[src/otpp_map.svh]
// timing counts and address constants for the otp byte programmer
`ifndef OTPP_MAP_SVH
`define OTPP_MAP_SVH
// ----------------------------------------
// clock and timing
// ----------------------------------------
`define OTPP_CLK_HZ 25000000
`define OTPP_PW_NOM_NS 200000
`define OTPP_PW_NOM_CYC ((`OTPP_PW_NOM_NS * (`OTPP_CLK_HZ / 1000000) + 999) / 1000)
`define OTPP_PW_MIN_NS 190000
`define OTPP_PW_MAX_NS 210000
`define OTPP_PW_MIN_CYC ((`OTPP_PW_MIN_NS * (`OTPP_CLK_HZ / 1000000) + 999) / 1000)
`define OTPP_PW_MAX_CYC ((`OTPP_PW_MAX_NS * (`OTPP_CLK_HZ / 1000000)) / 1000)
`define OTPP_OPW_MIN_NS 190000
`define OTPP_OPW_MAX_NS 5250000
`define OTPP_OPW_MIN_CYC ((`OTPP_OPW_MIN_NS * (`OTPP_CLK_HZ / 1000000) + 999) / 1000)
`define OTPP_OPW_MAX_CYC ((`OTPP_OPW_MAX_NS * (`OTPP_CLK_HZ / 1000000)) / 1000)
`define OTPP_SETUP_NS 2000
`define OTPP_SETUP_CYC ((`OTPP_SETUP_NS * (`OTPP_CLK_HZ / 1000000) + 999) / 1000)
`define OTPP_OE_DLY_NS 150
`define OTPP_OE_DLY_CYC ((`OTPP_OE_DLY_NS * (`OTPP_CLK_HZ / 1000000) + 999) / 1000)
// ----------------------------------------
// address space
// ----------------------------------------
`define OTPP_ADDR_LAST 17'h07FFF
`define OTPP_BLANK 8'hFF
`define OTPP_RETRY_MAX 25
`endif

[src/otpp_pkg.sv]
// types for the otp byte programmer
package otpp_pkg;
  typedef struct packed {
    logic chip_sel_low;
    logic out_gate_low;
    logic program_strobe_low;
  } otpp_ctl_t;
  typedef enum logic [3:0] {
    ST_IDLE = 4'h0,
    ST_SETUP = 4'h1,
    ST_PULSE = 4'h2,
    ST_HOLD = 4'h3,
    ST_VSET = 4'h4,
    ST_VREAD = 4'h5,
    ST_OVER = 4'h6,
    ST_OHOLD = 4'h7,
    ST_DONE = 4'h8
  } otpp_state_t;
endpackage

[src/otpp_programmer.sv]
// host-side byte programmer driving an otp rom in its eprom-style mode
`timescale 1ns/1ps
`include "otpp_map.svh"
module otpp_programmer
  import otpp_pkg::*;
#(
  parameter int OPW_CYC = `OTPP_OPW_MIN_CYC * 3,
  parameter int RETRY_MAX = `OTPP_RETRY_MAX
) (
  // clock and reset
  input wire logic i_clock,
  input wire logic i_sys_rst,
  // user request
  input wire logic i_start,
  input wire logic [16:0] i_addr,
  input wire logic [7:0] i_data,
  output logic o_ready,
  output logic o_done,
  output logic o_fail,
  output logic o_halted,
  input wire logic i_clear_halt,
  // device pins
  output otpp_ctl_t o_ctl,
  output logic [16:0] o_byte_address_lines,
  output logic [7:0] o_byte_data_lines,
  output logic o_byte_data_oe_n,
  input wire logic [7:0] i_byte_data_lines
);
  // ----------------------------------------
  // timing constants
  // ----------------------------------------
  localparam int PW_CYC = `OTPP_PW_NOM_CYC;
  localparam int PW_MIN = `OTPP_PW_MIN_CYC;
  localparam int PW_MAX = `OTPP_PW_MAX_CYC;
  localparam int SU_CYC = `OTPP_SETUP_CYC;
  localparam int RD_CYC = `OTPP_OE_DLY_CYC + 1;
  localparam int OPW_USE = (OPW_CYC < `OTPP_OPW_MIN_CYC) ? `OTPP_OPW_MIN_CYC :
                           (OPW_CYC > `OTPP_OPW_MAX_CYC) ? `OTPP_OPW_MAX_CYC : OPW_CYC;

  otpp_state_t state, next_state;
  logic [17:0] count;
  logic [7:0] tries;
  logic [16:0] addr;
  logic [7:0] data;
  logic last_fail;

  // request decode; out-of-array or all-ones bytes need no pulses
  wire start_ok = i_start && state == ST_IDLE && !o_halted;
  wire in_array = i_addr <= `OTPP_ADDR_LAST;
  wire skip = !in_array || i_data == `OTPP_BLANK;
  wire cnt_end = count == 18'h00000;
  wire match = i_byte_data_lines == data;
  wire over_limit = tries >= 8'(RETRY_MAX);

  // ----------------------------------------
  // sequencer
  // ----------------------------------------
  always_comb begin
    next_state = state;
    case (state)
      ST_IDLE: if (start_ok && !skip) next_state = ST_SETUP;
      ST_SETUP: if (cnt_end) next_state = ST_PULSE;
      ST_PULSE: if (cnt_end) next_state = ST_HOLD;
      ST_HOLD: if (cnt_end) next_state = ST_VSET;
      ST_VSET: if (cnt_end) next_state = ST_VREAD;
      ST_VREAD: begin
        if (cnt_end) begin
          if (match) next_state = ST_OVER;
          else if (over_limit) next_state = ST_DONE;
          else next_state = ST_SETUP;
        end
      end
      ST_OVER: if (cnt_end) next_state = ST_OHOLD;
      ST_OHOLD: if (cnt_end) next_state = ST_DONE;
      ST_DONE: next_state = ST_IDLE;
      default: next_state = ST_IDLE;
    endcase
  end

  // load the down-counter on each state entry
  function automatic logic [17:0] load_of(input otpp_state_t s);
    case (s)
      ST_SETUP, ST_HOLD, ST_VSET, ST_OHOLD: load_of = 18'(SU_CYC - 1);
      ST_PULSE: load_of = 18'(PW_CYC - 1);
      ST_VREAD: load_of = 18'(RD_CYC - 1);
      ST_OVER: load_of = 18'(OPW_USE - 1);
      default: load_of = 18'h00000;
    endcase
  endfunction

  always_ff @(posedge i_clock or posedge i_sys_rst) begin
    if (i_sys_rst) begin
      state <= ST_IDLE;
      count <= 18'h00000;
    end else begin
      state <= next_state;
      count <= (next_state != state) ? load_of(next_state) : count - 18'h00001;
    end
  end

  // captured request, one byte at a time
  always_ff @(posedge i_clock or posedge i_sys_rst) begin
    if (i_sys_rst) begin
      addr <= 17'h00000;
      data <= 8'h00;
    end else if (start_ok) begin
      addr <= i_addr;
      data <= i_data;
    end
  end

  // retry counter per byte
  always_ff @(posedge i_clock or posedge i_sys_rst) begin
    if (i_sys_rst) tries <= 8'h00;
    else if (start_ok) tries <= 8'h00;
    else if (state == ST_PULSE && next_state == ST_HOLD) tries <= tries + 8'h01;
  end

  // result flags; two failing bytes with no passing byte between halt the run
  wire byte_fail = state == ST_VREAD && cnt_end && !match && over_limit;
  wire byte_pass = state == ST_OHOLD && cnt_end;
  always_ff @(posedge i_clock or posedge i_sys_rst) begin
    if (i_sys_rst) begin
      o_done <= 1'b0;
      o_fail <= 1'b0;
      last_fail <= 1'b0;
      o_halted <= 1'b0;
    end else begin
      o_done <= byte_fail || byte_pass || (start_ok && skip);
      o_fail <= byte_fail;
      if (byte_fail) last_fail <= 1'b1;
      else if (byte_pass) last_fail <= 1'b0;
      if (byte_fail && last_fail) o_halted <= 1'b1;
      else if (i_clear_halt) o_halted <= 1'b0;
    end
  end

  assign o_ready = state == ST_IDLE && !o_halted;

  // ----------------------------------------
  // pin drive
  // ----------------------------------------
  // strobe low only in pulse states; gate low only for verify
  wire pulsing = state == ST_PULSE || state == ST_OVER;
  wire verifying = state == ST_VSET || state == ST_VREAD;
  wire active = state != ST_IDLE && state != ST_DONE;
  always_ff @(posedge i_clock or posedge i_sys_rst) begin
    if (i_sys_rst) begin
      o_ctl <= '{chip_sel_low: 1'b1, out_gate_low: 1'b1, program_strobe_low: 1'b1};
      o_byte_data_oe_n <= 1'b1;
      o_byte_address_lines <= 17'h00000;
      o_byte_data_lines <= 8'h00;
    end else begin
      o_ctl.chip_sel_low <= !(next_state != ST_IDLE && next_state != ST_DONE);
      o_ctl.out_gate_low <= !(next_state == ST_VSET || next_state == ST_VREAD);
      o_ctl.program_strobe_low <= !(next_state == ST_PULSE || next_state == ST_OVER);
      // release data in the same cycle that gates the device onto the lines
      o_byte_data_oe_n <= next_state == ST_VSET || next_state == ST_VREAD ||
                          next_state == ST_IDLE || next_state == ST_DONE;
      o_byte_address_lines <= start_ok ? i_addr : addr;
      o_byte_data_lines <= start_ok ? i_data : data;
    end
  end

  // ----------------------------------------
  // pulse width monitor
  // ----------------------------------------
  // counted on the pin itself, so a broken counter load cannot hide a bad width
  logic [17:0] low_len;
  always_ff @(posedge i_clock or posedge i_sys_rst) begin
    if (i_sys_rst) low_len <= 18'h00000;
    else if (!o_ctl.program_strobe_low) low_len <= low_len + 18'h00001;
    else low_len <= 18'h00000;
  end
endmodule

[config.mk]
export PLATFORM = sky130hd
export DESIGN_NAME = otpp_programmer
export DESIGN_NICKNAME = d
export VERILOG_FILES = /design/src/otpp_pkg.sv /design/src/otpp_programmer.sv
export VERILOG_INCLUDE_DIRS = /design/src
export SDC_FILE = /design/constraint.sdc
export NUM_CORES = 1
export LEC_CHECK = 0
export BUFFER_PORTS_ARGS = -buffer_cell sky130_fd_sc_hd__buf_2
export CORE_UTILIZATION = 40
export CTS_CLUSTER_SIZE = 30
export DETAILED_ROUTE_END_ITERATION = 7
export PLACE_DENSITY = 0.64
export SETUP_SLACK_MARGIN = 0.4
export SYNTH_ARGS = -nofsm -noshare
export SYNTH_HDL_FRONTEND = slang
export SYNTH_SLANG_ARGS = --single-unit
[constraint.sdc]
create_clock -name i_clock -period 3.65 [get_ports i_clock]
set_clock_uncertainty 0.1 [all_clocks]
set_input_delay 0.73 -clock i_clock [delete_from_list [all_inputs] [get_ports i_clock]]
set_output_delay 0.73 -clock i_clock [all_outputs]
set_load 0.005 [all_outputs]
# Word level (Yosys, flattened, before mapping)
# Index checks and enable logic that the tools add are counted.
# word_totals
regBits	63
latch_bits	0
ramBits	0
romBits	0
inputBits	37
output_inout_bits	33
word_cells	89
mem_count	0
# classes
addsub	2
multipliers	0
div	0
order_cmp	2
n_eq_ne	19
shifts	0
muxes	19
bitwise	0
n_reduce_logical	34
# op_table
operator	count
$pmux W14 S4	1
$mux W4	10
$eq A4 B3 Y1 const B	8
$pmux W4 S8	1
$logic_not A18 Y1	1
$mux W18	1
$sub A18 B1 Y18 const B	1
$le A17 B15 Y1 const B	1
$eq A4 B2 Y1 const B	4
$mux W8	2
$logic_and A1 B1 Y1	12
$add A8 B1 Y8 const B	1
$eq A4 B1 Y1 const B	2
$eq A8 B8 Y1	1
$eq A8 B8 Y1 const B	1
$ge A8 B5 Y1 const B	1
$logic_not A4 Y1	2
$logic_not A1 Y1	7
$logic_or A1 B1 Y1	7
$reduce_bool A2 Y1	3
$eq A4 B4 Y1 const B	1
$mux W1	4
$ne A4 B4 Y1	1
$ne A4 B4 Y1 const B	1
2 further kinds	2

# Logic depth before layout (Yosys ltp)
# Gate-level depths: netlist (run 1).
# logic_depth
word_depth	11
ltp_mapped	10
mapped_depth_nobuf	8

# Least setup slack after synthesis (run 1)
# OpenSTA, ideal clock, no wires.
# synth_path
path_kind	input to register
from	input port i_byte_data_lines[6]
to	register count[2]
arrival_ns	2.669
required_time_ns	3.468
setup_slack_ns	0.799
stages	7
n_path_buf	1
cell_sequence	xor2_1 nor4_1 a211oi_1 or4_1 buf_2 or4_1 a31oi_1
# synth_via
elab_chain_cells	8
elab_cells_between_ends	15
classes_between	9 x eq/ne; 5 x mux; 1 x reduce/logical
# synth_lines
item	line	text
start: declaration	otpp_programmer.sv:27	input wire logic [7:0] i_byte_data_lines
$eq A8 B8 Y1 *	otpp_programmer.sv:52	wire match = i_byte_data_lines == data;
$mux W4 *	otpp_programmer.sv:68	if (match) next_state = ST_OVER;
$mux W4 *	otpp_programmer.sv:67	if (cnt_end) begin
$pmux W4 S8 *	otpp_programmer.sv:60	case (state)
net next_state[0]	otpp_programmer.sv:40	otpp_state_t state, next_state;
$eq A4 B2 Y1 (tied with other cells)	otpp_programmer.sv:82	case (s)
$reduce_or A4 Y1	otpp_programmer.sv:82	
$pmux W14 S4	otpp_programmer.sv:82	
$mux W18 *	otpp_programmer.sv:97	count <= (next_state != state) ? load_of(next_state) : count - 18'h00001;
end signal: assignment	otpp_programmer.sv:97	
end: declaration	otpp_programmer.sv:41	logic [17:0] count;
# The timed path passes the listed nets; every way through them passes the cells marked *.
# A chain may end at the register's enable or synchronous reset.

# Final worst setup path (run 1)
# layout_path
from	input port i_byte_data_lines[7]
to	register count[2]
# layout_via
elab_chain_cells	8
elab_cells_between_ends	15
classes_between	9 x eq/ne; 5 x mux; 1 x reduce/logical
# layout_lines
item	line
$eq A8 B8 Y1 *	otpp_programmer.sv:52
$mux W4 *	otpp_programmer.sv:68
$mux W4 *	otpp_programmer.sv:67
$pmux W4 S8 *	otpp_programmer.sv:60
$eq A4 B2 Y1 (tied with other cells)	otpp_programmer.sv:82
$reduce_or A4 Y1	otpp_programmer.sv:82
$pmux W14 S4	otpp_programmer.sv:82
$mux W18 *	otpp_programmer.sv:97
# Every way passes the cells marked *; elsewhere a longest branch is shown, timed or not.

==> results of run 1 <==
## cells in the mapped netlist, types with 2 or more instances
library cell | n | area [um^2]
a211o_1 | 2 | 17.52
a21oi_1 | 7 | 35.03
a31oi_1 | 2 | 12.51
and2_1 | 2 | 12.51
and3_1 | 2 | 12.51
buf_2 | 2 | 10.01
clkbuf_1 | 11 | 41.29
dfrtp_1 | 59 | 1476
dfstp_2 | 4 | 105.1
ha_1 | 4 | 50.05
inv_1 | 12 | 45.04
mux2i_1 | 2 | 20.02
nand2_1 | 90 | 337.8
nand2b_1 | 2 | 12.51
nand3_1 | 8 | 40.04
nand3b_1 | 4 | 30.03
nand4_1 | 3 | 18.77
nor2_1 | 22 | 82.58
nor2b_1 | 3 | 18.77
nor3_1 | 8 | 40.04
nor3b_1 | 2 | 15.01
nor4_1 | 5 | 31.28
o21ai_0 | 11 | 55.05
o21ai_1 | 5 | 25.02
o31ai_1 | 2 | 15.01
or3_1 | 6 | 37.54
or4_1 | 5 | 37.54
xnor2_1 | 7 | 61.31
xor2_1 | 18 | 157.7
## sequential cells by signal, indices dropped and copies added (netlist names)
register,cells
count,18
last_fail,1
o_byte_address_lines,17
o_byte_data_lines,8
o_byte_data_oe_n,1
o_ctl,3
o_done,1
o_fail,1
o_halted,1
state,4
tries,8
## cell usage in the layout, fill, tap and decap left out, types with 2 or more instances in the layout
cell type,instances
nor4_1,5
dfstp_2,4
a21oi_1,7
a31oi_1,2
xor2_1,18
xnor2_1,7
nor2_1,22
or4_1,5
ha_1,4
or3_1,6
and3_1,2
mux2i_1,2
and2_1,2
o31ai_1,2
nor3b_1,2
buf_4,8
clkbuf_8,9
nor2b_1,3
a211o_1,2
inv_6,3
bufinv_16,2
o21ai_0,11
nand2b_1,2
dfrtp_1,59
inv_1,11
o21ai_1,5
buf_2,69
nand3_1,8
nand3b_1,4
nand2_1,90
nand4_1,3
nor3_1,8
## metrics by stage
| stage | hold slack, ns | instances | setup slack (ns) | power, mW |
|---|---|---|---|---|
| after detailed placement | 0.3572 | 492 | 0.4125 | 0.7543 |
| after global routing | 0.4027 | 508 | 0.4899 | 1.485 |
| final | 0.3722 | 508 | 0.7449 | 1.425 |
| after global placement | 0.3527 | 492 | 0.4275 | 0.7535 |
| after CTS | 0.3785 | 508 | 0.7610 | 1.448 |
| after floorplan | 0.3507 | 330 | 0.7991 | 0.7265 |
## layout make-up
class	count	area share [%]
Multi-Input combinational cell	241	36.13
Clock buffer	9	3.321
Timing Repair Buffer	77	10.87
Inverter	12	1.208
Sequential cell	63	42.40
Tap cell	99	3.321
Clock inverter	7	2.751
## per-layer routing
layer	vias to the layer above	wire (um)
li1	1258	-
met1	1193	3204
met2	75	2886
met3	12	347
met4	0	121
met5	-	0
## logic make-up after synthesis
logic type	synth area share, %
compound gates	8.540
mux	0.6601
xor+xnor	7.219
simple gates	26.36
fa+ha+maj	1.650
flops	52.15
buf+inv	3.424
## final timing paths
check                                         start                        to  slack (ns)  cells past startpoint
max in group asynchronous                 i_sys_rst                  o_ctl[1]        2.27                      3
min                        o_byte_address_lines[11]  o_byte_address_lines[11]        0.37                      2
min reg2reg                o_byte_address_lines[11]  o_byte_address_lines[11]        0.37                      2
min in group asynchronous                 i_sys_rst      o_byte_data_lines[1]        0.41                      2
max                            i_byte_data_lines[7]                  count[2]        0.74                      7
max reg2reg                                count[0]                  count[2]        0.76                      9
## power by group through the flow
stage               sequential (mW)  clock, mW  combinational (mW)
floorplan                     0.711          0              0.0150
global placement              0.711          0              0.0421
detailed placement            0.711          0              0.0430
CTS                           0.698      0.708              0.0430
global route                  0.698      0.739              0.0473
finish                        0.698      0.686              0.0413
## critical path, cell delays in order
cell and delay (ns):
buf_2 0.10, xor2_1 0.13, nor4_1 0.55, a211oi_1 0.17, or4_1 0.70, or4_1 0.51, a31oi_1 0.17
==> flow_metrics.tcl, run 1 <==
set metrics [dict create \
    routed_via_density 4.996 \
    num_rows 31 \
    wl_mm 6.560 \
    grt_start_max_net_pins 35 \
    cap_violations 0 \
    nNetsFinal 445 \
    fin_area_um2 3730 \
    cts-root-buf "clkbuf_8" \
    netSwitchingFraction_pct 22.23 \
    switching_power_mw 0.3167 \
    power_leakage_nw 1.872 \
    end_kind "flop" \
    cts_max_level 3 \
    post_cts_resized 0 \
    slew_violations 0 \
    post_cts_buffers 0 \
    fill_cells 724 \
    status "completed" \
    drtIter0Drc 86 \
    finalWeightedCongestion 0.7834 \
    rsz0062_at_grt "no" \
    hold_buffers 0 \
    vias 2538 \
    start_util_pct 41.59 \
    setup_tns_ns 0 \
    grt_pass1_wl_mm 11.47 \
    syn_inst 330 \
    p_clk_share_pct 48.1 \
    die_x_um 89.08 \
    io_pins 70 \
    routedWlPerCell_um 12.91 \
    dpl.hpwl_mm 4.672 \
    worstSkewPairLatency_ns 0.34 \
    antenna_found_initial 0 \
    critPathRequiredTime_ns 3.81 \
    diodes 0 \
    ys_seq_area_share_pct 52.15 \
    worstPathArrival_ns 3.07 \
    synthDistinctLibCells 49 \
    grt.met3_usage_pct 4.709 \
    area_growth_pct 22.98 \
    first_pass_iters 4 \
    sequentialPowerShare_pct 49.0 \
    grt.total_usage_pct 19.32 \
    synth.ff_latch_count 63 \
    drc 0 \
    drive_gt1_share_pct 24.94 \
    synth_ff_type "dfrtp_1" \
    start_kind "primary input" \
    register_area_um2 1582 \
    syn_avg_cell_area_um2 9.191 \
    yosys_warnings 0 \
    grt_pass1_vias 2467 \
    period_share_pct 79.59 \
    tightest_slew_ns 0.7271 \
    fin_crit_ns 2.905 \
    grt_use_met2_pct 30.07 \
    max_freq_ghz 0.3442 \
    async_flop_share_pct 100.0 \
    vdd_ir_drop_max_v 0.0001410 \
    coreArea_um2 7292 \
    syn-num-nets 371 \
    setup_violations 0 \
    synth-edff-count 0 \
    grt_overflow 0 \
    clkTransAtPathRegs_ns 0.08 \
    crit_type "primary input to flop" \
    hold_class "flop to flop" \
    die_h_um 89.08 \
    comb_power_share_pct 2.9 \
    mappedNetlistArea_um2 3033 \
    maxSlewHeadroom_pct 51.45 \
    clock_path_buffers 2 \
    dieArea_um2 7934 \
    multiInputGateArea_um2 1348 \
    p_int_mw 1.108 \
    cts_sinks 63 \
    drtAntennaViolNets 0 \
    postLayoutCoreUtil_pct 51.15 \
    met1_usage_pct 25.49 \
    top_usage_layer "met2" \
    hold_viol_final 0 \
    dpl_cell_area_um2 3503 \
    io_buffers 69 \
    cts_tree "built" \
    cts_buffers 9 \
    powerDensity_nw_per_um2 382.0 \
    cp_max_fo 8 \
]
No activity file was read; power rests on OpenSTA's default activity.
==> run 2: changes to the inputs <==
==> constraint.sdc (replaced) <==
create_clock -name i_clock -period 2.8 [get_ports i_clock]
set_clock_uncertainty 0.1 [all_clocks]
set_input_delay 0.56 -clock i_clock [delete_from_list [all_inputs] [get_ports i_clock]]
set_output_delay 0.56 -clock i_clock [all_outputs]
set_load 0.005 [all_outputs]
==> flow_metrics.tcl, run 2 (synthesis results as in run 1) <==
set metrics [dict create \
    status "completed" \
    met1_usage_pct 25.30 \
    worstPathArrival_ns 2.61 \
    top_regs "count: 18 flops, o_byte_address_lines: 17 flops" \
    io_buffers 69 \
    final_cell_mix "90 x nand2_1, 69 x buf_2, 59 x dfrtp_1" \
    grt.total_usage_pct 19.14 \
    cts_max_level 3 \
    setup_tns_ns 0 \
    cts-root-buf "clkbuf_8" \
    rsz0062_at_grt "yes" \
    coreArea_um2 7292 \
    slew_violations 0 \
    drc 0 \
    die_x_um 89.08 \
    hold_viol_final 0 \
    grt.met3_usage_pct 3.786 \
    hold_buffers 0 \
    max_freq_ghz 0.4081 \
    setup_violations 0 \
    drtIter0Drc 134 \
    maxSlewHeadroom_pct 57.13 \
    largest_reg_flops 18 \
    area_growth_pct 32.05 \
    grt_start_max_net_pins 36 \
    cp_max_fo 4 \
    grt_pass1_wl_mm 11.50 \
    power_leakage_nw 1.982 \
    routed_via_density 5.034 \
    dieArea_um2 7934 \
    num_rows 31 \
    finalWeightedCongestion 0.8439 \
    postLayoutCoreUtil_pct 54.92 \
    grt_pass1_vias 2519 \
    tightest_slew_ns 0.6422 \
    die_h_um 89.08 \
    start_kind "flop" \
    start_util_pct 41.59 \
    dpl.hpwl_mm 4.874 \
    cts_buffers 9 \
    grt_overflow 0 \
    cts_tree "built" \
    clock_path_buffers 2 \
    nNetsFinal 462 \
    end_kind "flop" \
    routedWlPerCell_um 13.42 \
    hold_class "primary input to async pin" \
    drtAntennaViolNets 0 \
    first_pass_iters 6 \
    regMostFlops "count" \
    fill_cells 682 \
    crit_type "flop to flop" \
    diodes 0 \
    clkTransAtPathRegs_ns 0.08 \
    worstSkewPairLatency_ns 0.34 \
    cap_violations 0 \
    grt_use_met2_pct 31.05 \
    drive_gt1_share_pct 31.46 \
    top_usage_layer "met2" \
    vdd_ir_drop_max_v 0.0002188 \
    vias 2643 \
    fin_crit_ns 2.450 \
    final_common_cell "nand2_1" \
    antenna_found_initial 0 \
    finalPower_mw 1.944 \
    period_share_pct 87.51 \
    critPathRequiredTime_ns 2.96 \
    io_pins 70 \
    cts_sinks 63 \
    powerDensity_nw_per_um2 485.4 \
    wl_mm 7.043 \
]
==> run 2: worst paths after layout <==
kind                       depth (start not counted)                  endpoint                     start  slack (ns)
hold / removal                                     2                 count[12]                 i_sys_rst        0.20
setup reg to reg                                   6                  count[2]                 count[13]        0.35
max in group asynchronous                          3                  tries[1]                 i_sys_rst        1.79
min in group i_clock                               3  o_byte_address_lines[13]                i_addr[13]        0.30
setup / recovery                                   6                  count[2]                 count[13]        0.35
hold reg to reg                                    2  o_byte_address_lines[13]  o_byte_address_lines[13]        0.37
==> run 2: layout make-up <==
type	count	area (um^2)	share of cell area [%]
tap	99	123.9	3.093
timing repair buffer	94	553.0	13.81
clock buffer	9	123.9	3.093
clock inverter	7	120.1	2.999
multi-input combinational	241	1458	36.39
inverter	12	45.04	1.125
sequential	63	1582	39.49
==> run 2: metal layers <==
layer	vias up	share of wire, %
met4	0	1.5
met2	79	47
met5	-	0
li1	1291	-
met3	11	4.7
met1	1262	47
==> run 2: worst max-delay path, stage by stage, from the launching register on <==
cell	delay [ns]
dfrtp_1	0.38
or4_4	0.57
nor3_4	0.19
a21boi_1	0.10
or4_4	0.44
or4_1	0.41
a31oi_1	0.17
==> run 2: metrics by stage <==
step / cells / setup WS [ns] / hold WS, ns / cell area, um^2
after floorplan: 330 / 0.2966 / 0.3507 / 3069
after global placement: 496 / 0.1604 / 0.3525 / 3572
after detailed placement: 496 / 0.1147 / 0.3573 / 3572
after CTS: 524 / 0.3303 / 0.2152 / 3958
after global routing: 525 / 0.2856 / 0.2428 / 4005
final: 525 / 0.3497 / 0.1993 / 4005
==> run 2: report_power, final <==
| part | internal (mW) | total [mW] | switching [mW] |
|---|---|---|---|
| clock network | 0.594 | 0.974 | 0.380 |
| logic | 0.0255 | 0.0604 | 0.0349 |
| registers | 0.910 | 0.910 | 0.000100 |
==> run 2: repair_timing <==
item,4_1_cts,5_1_grt
gates resized for setup,11,7
endpoints found under the hold margin,0,0
endpoints found under the setup margin,18,22
pin swaps,9,7
buffers inserted,12,1
==> run 3: changes to the inputs <==
--- a/config.mk
+++ b/config.mk
@@ -8,6 +8,7 @@
 export LEC_CHECK = 0
 export BUFFER_PORTS_ARGS = -buffer_cell sky130_fd_sc_hd__buf_2
 export CORE_UTILIZATION = 40
+export CTS_BUF_LIST = sky130_fd_sc_hd__clkbuf_2
 export CTS_CLUSTER_SIZE = 30
 export DETAILED_ROUTE_END_ITERATION = 7
 export PLACE_DENSITY = 0.64
==> flow_metrics.tcl, run 3 (synthesis results as in run 1) <==
set metrics [dict create \
    grt.total_usage_pct 19.22 \
    slew_violations 0 \
    worstSkewPairLatency_ns 0.49 \
    cts_sinks 63 \
    start_util_pct 41.59 \
    top_regs "count: 18 flops, o_byte_address_lines: 17 flops" \
    hold_viol_final 0 \
    instances_no_fill 527 \
    start_kind "flop" \
    drtIter0Drc 109 \
    vias 2627 \
    setup_tns_ns 0 \
    die_x_um 89.08 \
    worstPathArrival_ns 2.88 \
    final_cell_mix "90 x nand2_1, 69 x buf_2, 59 x dfrtp_1" \
    drc 0 \
    grt_overflow 0 \
    power_leakage_nw 1.966 \
    status "completed" \
    ff2ff_path_depth 7 \
    grt_pass1_vias 2487 \
    drive_gt1_share_pct 32.01 \
    cts-root-buf "clkbuf_2" \
    grt_start_max_net_pins 36 \
    fin_crit_ns 2.544 \
    clock_path_buffers 2 \
    max_freq_ghz 0.3931 \
    drtAntennaViolNets 0 \
    largest_reg_flops 18 \
    tightest_slew_ns 0.6413 \
    dpl_cell_area_um2 3572 \
    cts_max_level 3 \
    finalWeightedCongestion 0.8439 \
    final_common_cell "nand2_1" \
    setup_violations 0 \
    routedWlPerCell_um 13.69 \
    period_share_pct 90.86 \
    area_growth_pct 29.79 \
    diodes 0 \
    dp.cells 496 \
    cts_tree "built" \
    dieArea_um2 7934 \
    nNetsFinal 464 \
    hold_class "primary input to async pin" \
    clkTransAtPathRegs_ns 0.20 \
    rsz0062_at_grt "yes" \
    grt.met3_usage_pct 3.786 \
    met1_usage_pct 25.69 \
    cts_buffers 9 \
    fin_area_um2 3936 \
    dpl.hpwl_mm 4.874 \
    cap_violations 0 \
    antenna_found_initial 0 \
    io_pins 70 \
    crit_type "flop to flop" \
    die_h_um 89.08 \
    powerDensity_nw_per_um2 436.5 \
    top_usage_layer "met2" \
    critPathRequiredTime_ns 3.14 \
    io_buffers 69 \
    grt_pass1_wl_mm 11.52 \
    fill_cells 694 \
    num_rows 31 \
    regMostFlops "count" \
    vdd_ir_drop_max_v 0.0001966 \
    routed_via_density 4.985 \
    grt_use_met2_pct 30.84 \
    coreArea_um2 7292 \
    end_kind "flop" \
    first_pass_iters 4 \
    wl_mm 7.217 \
    cp_max_fo 6 \
    maxSlewHeadroom_pct 57.18 \
]
-- run 3: changes by cell type in the layout (fill, tap and decap cells not counted), sizes merged --
cell	previous run	this run
buf	94	96
-- run 3: where the power goes --
| group | leakage (nW) | internal (mW) | switching, mW |
|---|---|---|---|
| combinational | 1.10 | 0.0256 | 0.0347 |
| sequential | 0.773 | 0.911 | 0.0000985 |
| clock | 0.0925 | 0.388 | 0.358 |
| total | 1.97 | 1.32 | 0.393 |
-- run 3: what timing repair did --
| action | in CTS | in global routing |
|---|---|---|
| gates resized for setup | 11 | 8 |
| setup buffers | 12 | 3 |
| hold buffers | 0 | 0 |
| endpoints found under the setup margin | 19 | 13 |
| pin swaps | 12 | 8 |
-- run 3: path summary, 6_finish.rpt --
kind                                          start                       end  slack [ns]
max in group asynchronous                 i_sys_rst                  tries[1]        1.95
min in group i_clock                     i_addr[13]  o_byte_address_lines[13]        0.14
hold / removal                            i_sys_rst                 count[12]        0.03
setup reg to reg                          count[12]                  tries[5]        0.26
setup / recovery                          count[12]                  tries[5]        0.26
hold reg to reg            o_byte_address_lines[13]  o_byte_address_lines[13]        0.39
-- run 3: routing by layer --
metal | up-vias | wire [um]
li1 | 1295 | -
met1 | 1247 | 3372
met2 | 76 | 3423
met3 | 9 | 308
met4 | 0 | 112
met5 | - | 0
-- run 3: area by class of cell --
class	count	area [um^2]	share of cell area (%)
sequential	63	1582	40.18
timing repair buffer	96	568.0	14.43
tap	99	123.9	3.147
clock inverter	7	120.1	3.051
inverter	12	45.04	1.144
multi-input combinational	241	1453	36.90
clock buffer	9	45.04	1.144
-- run 3: stage by stage --
step                      util, %  setup slack (ns)  total power, mW  hold slack (ns)
after floorplan                 -            0.2966           0.9484           0.3507
after global placement      48.99            0.1604           0.9861           0.3525
after detailed placement    48.99            0.1147           0.9866           0.3573
after CTS                   53.19            0.3192            1.733         0.008665
after global routing        53.98            0.1821            1.774          0.03296
final                       53.98            0.2560            1.718          0.02639
-- run 3: worst max-delay path, cell delays in order, from the launching register on --
cell	delay, ns
dfrtp_1	0.42
or4_4	0.57
nor3_4	0.26
and3_4	0.26
o311ai_4	0.09
buf_6	0.16
or4_4	0.48
a21oi_2	0.16
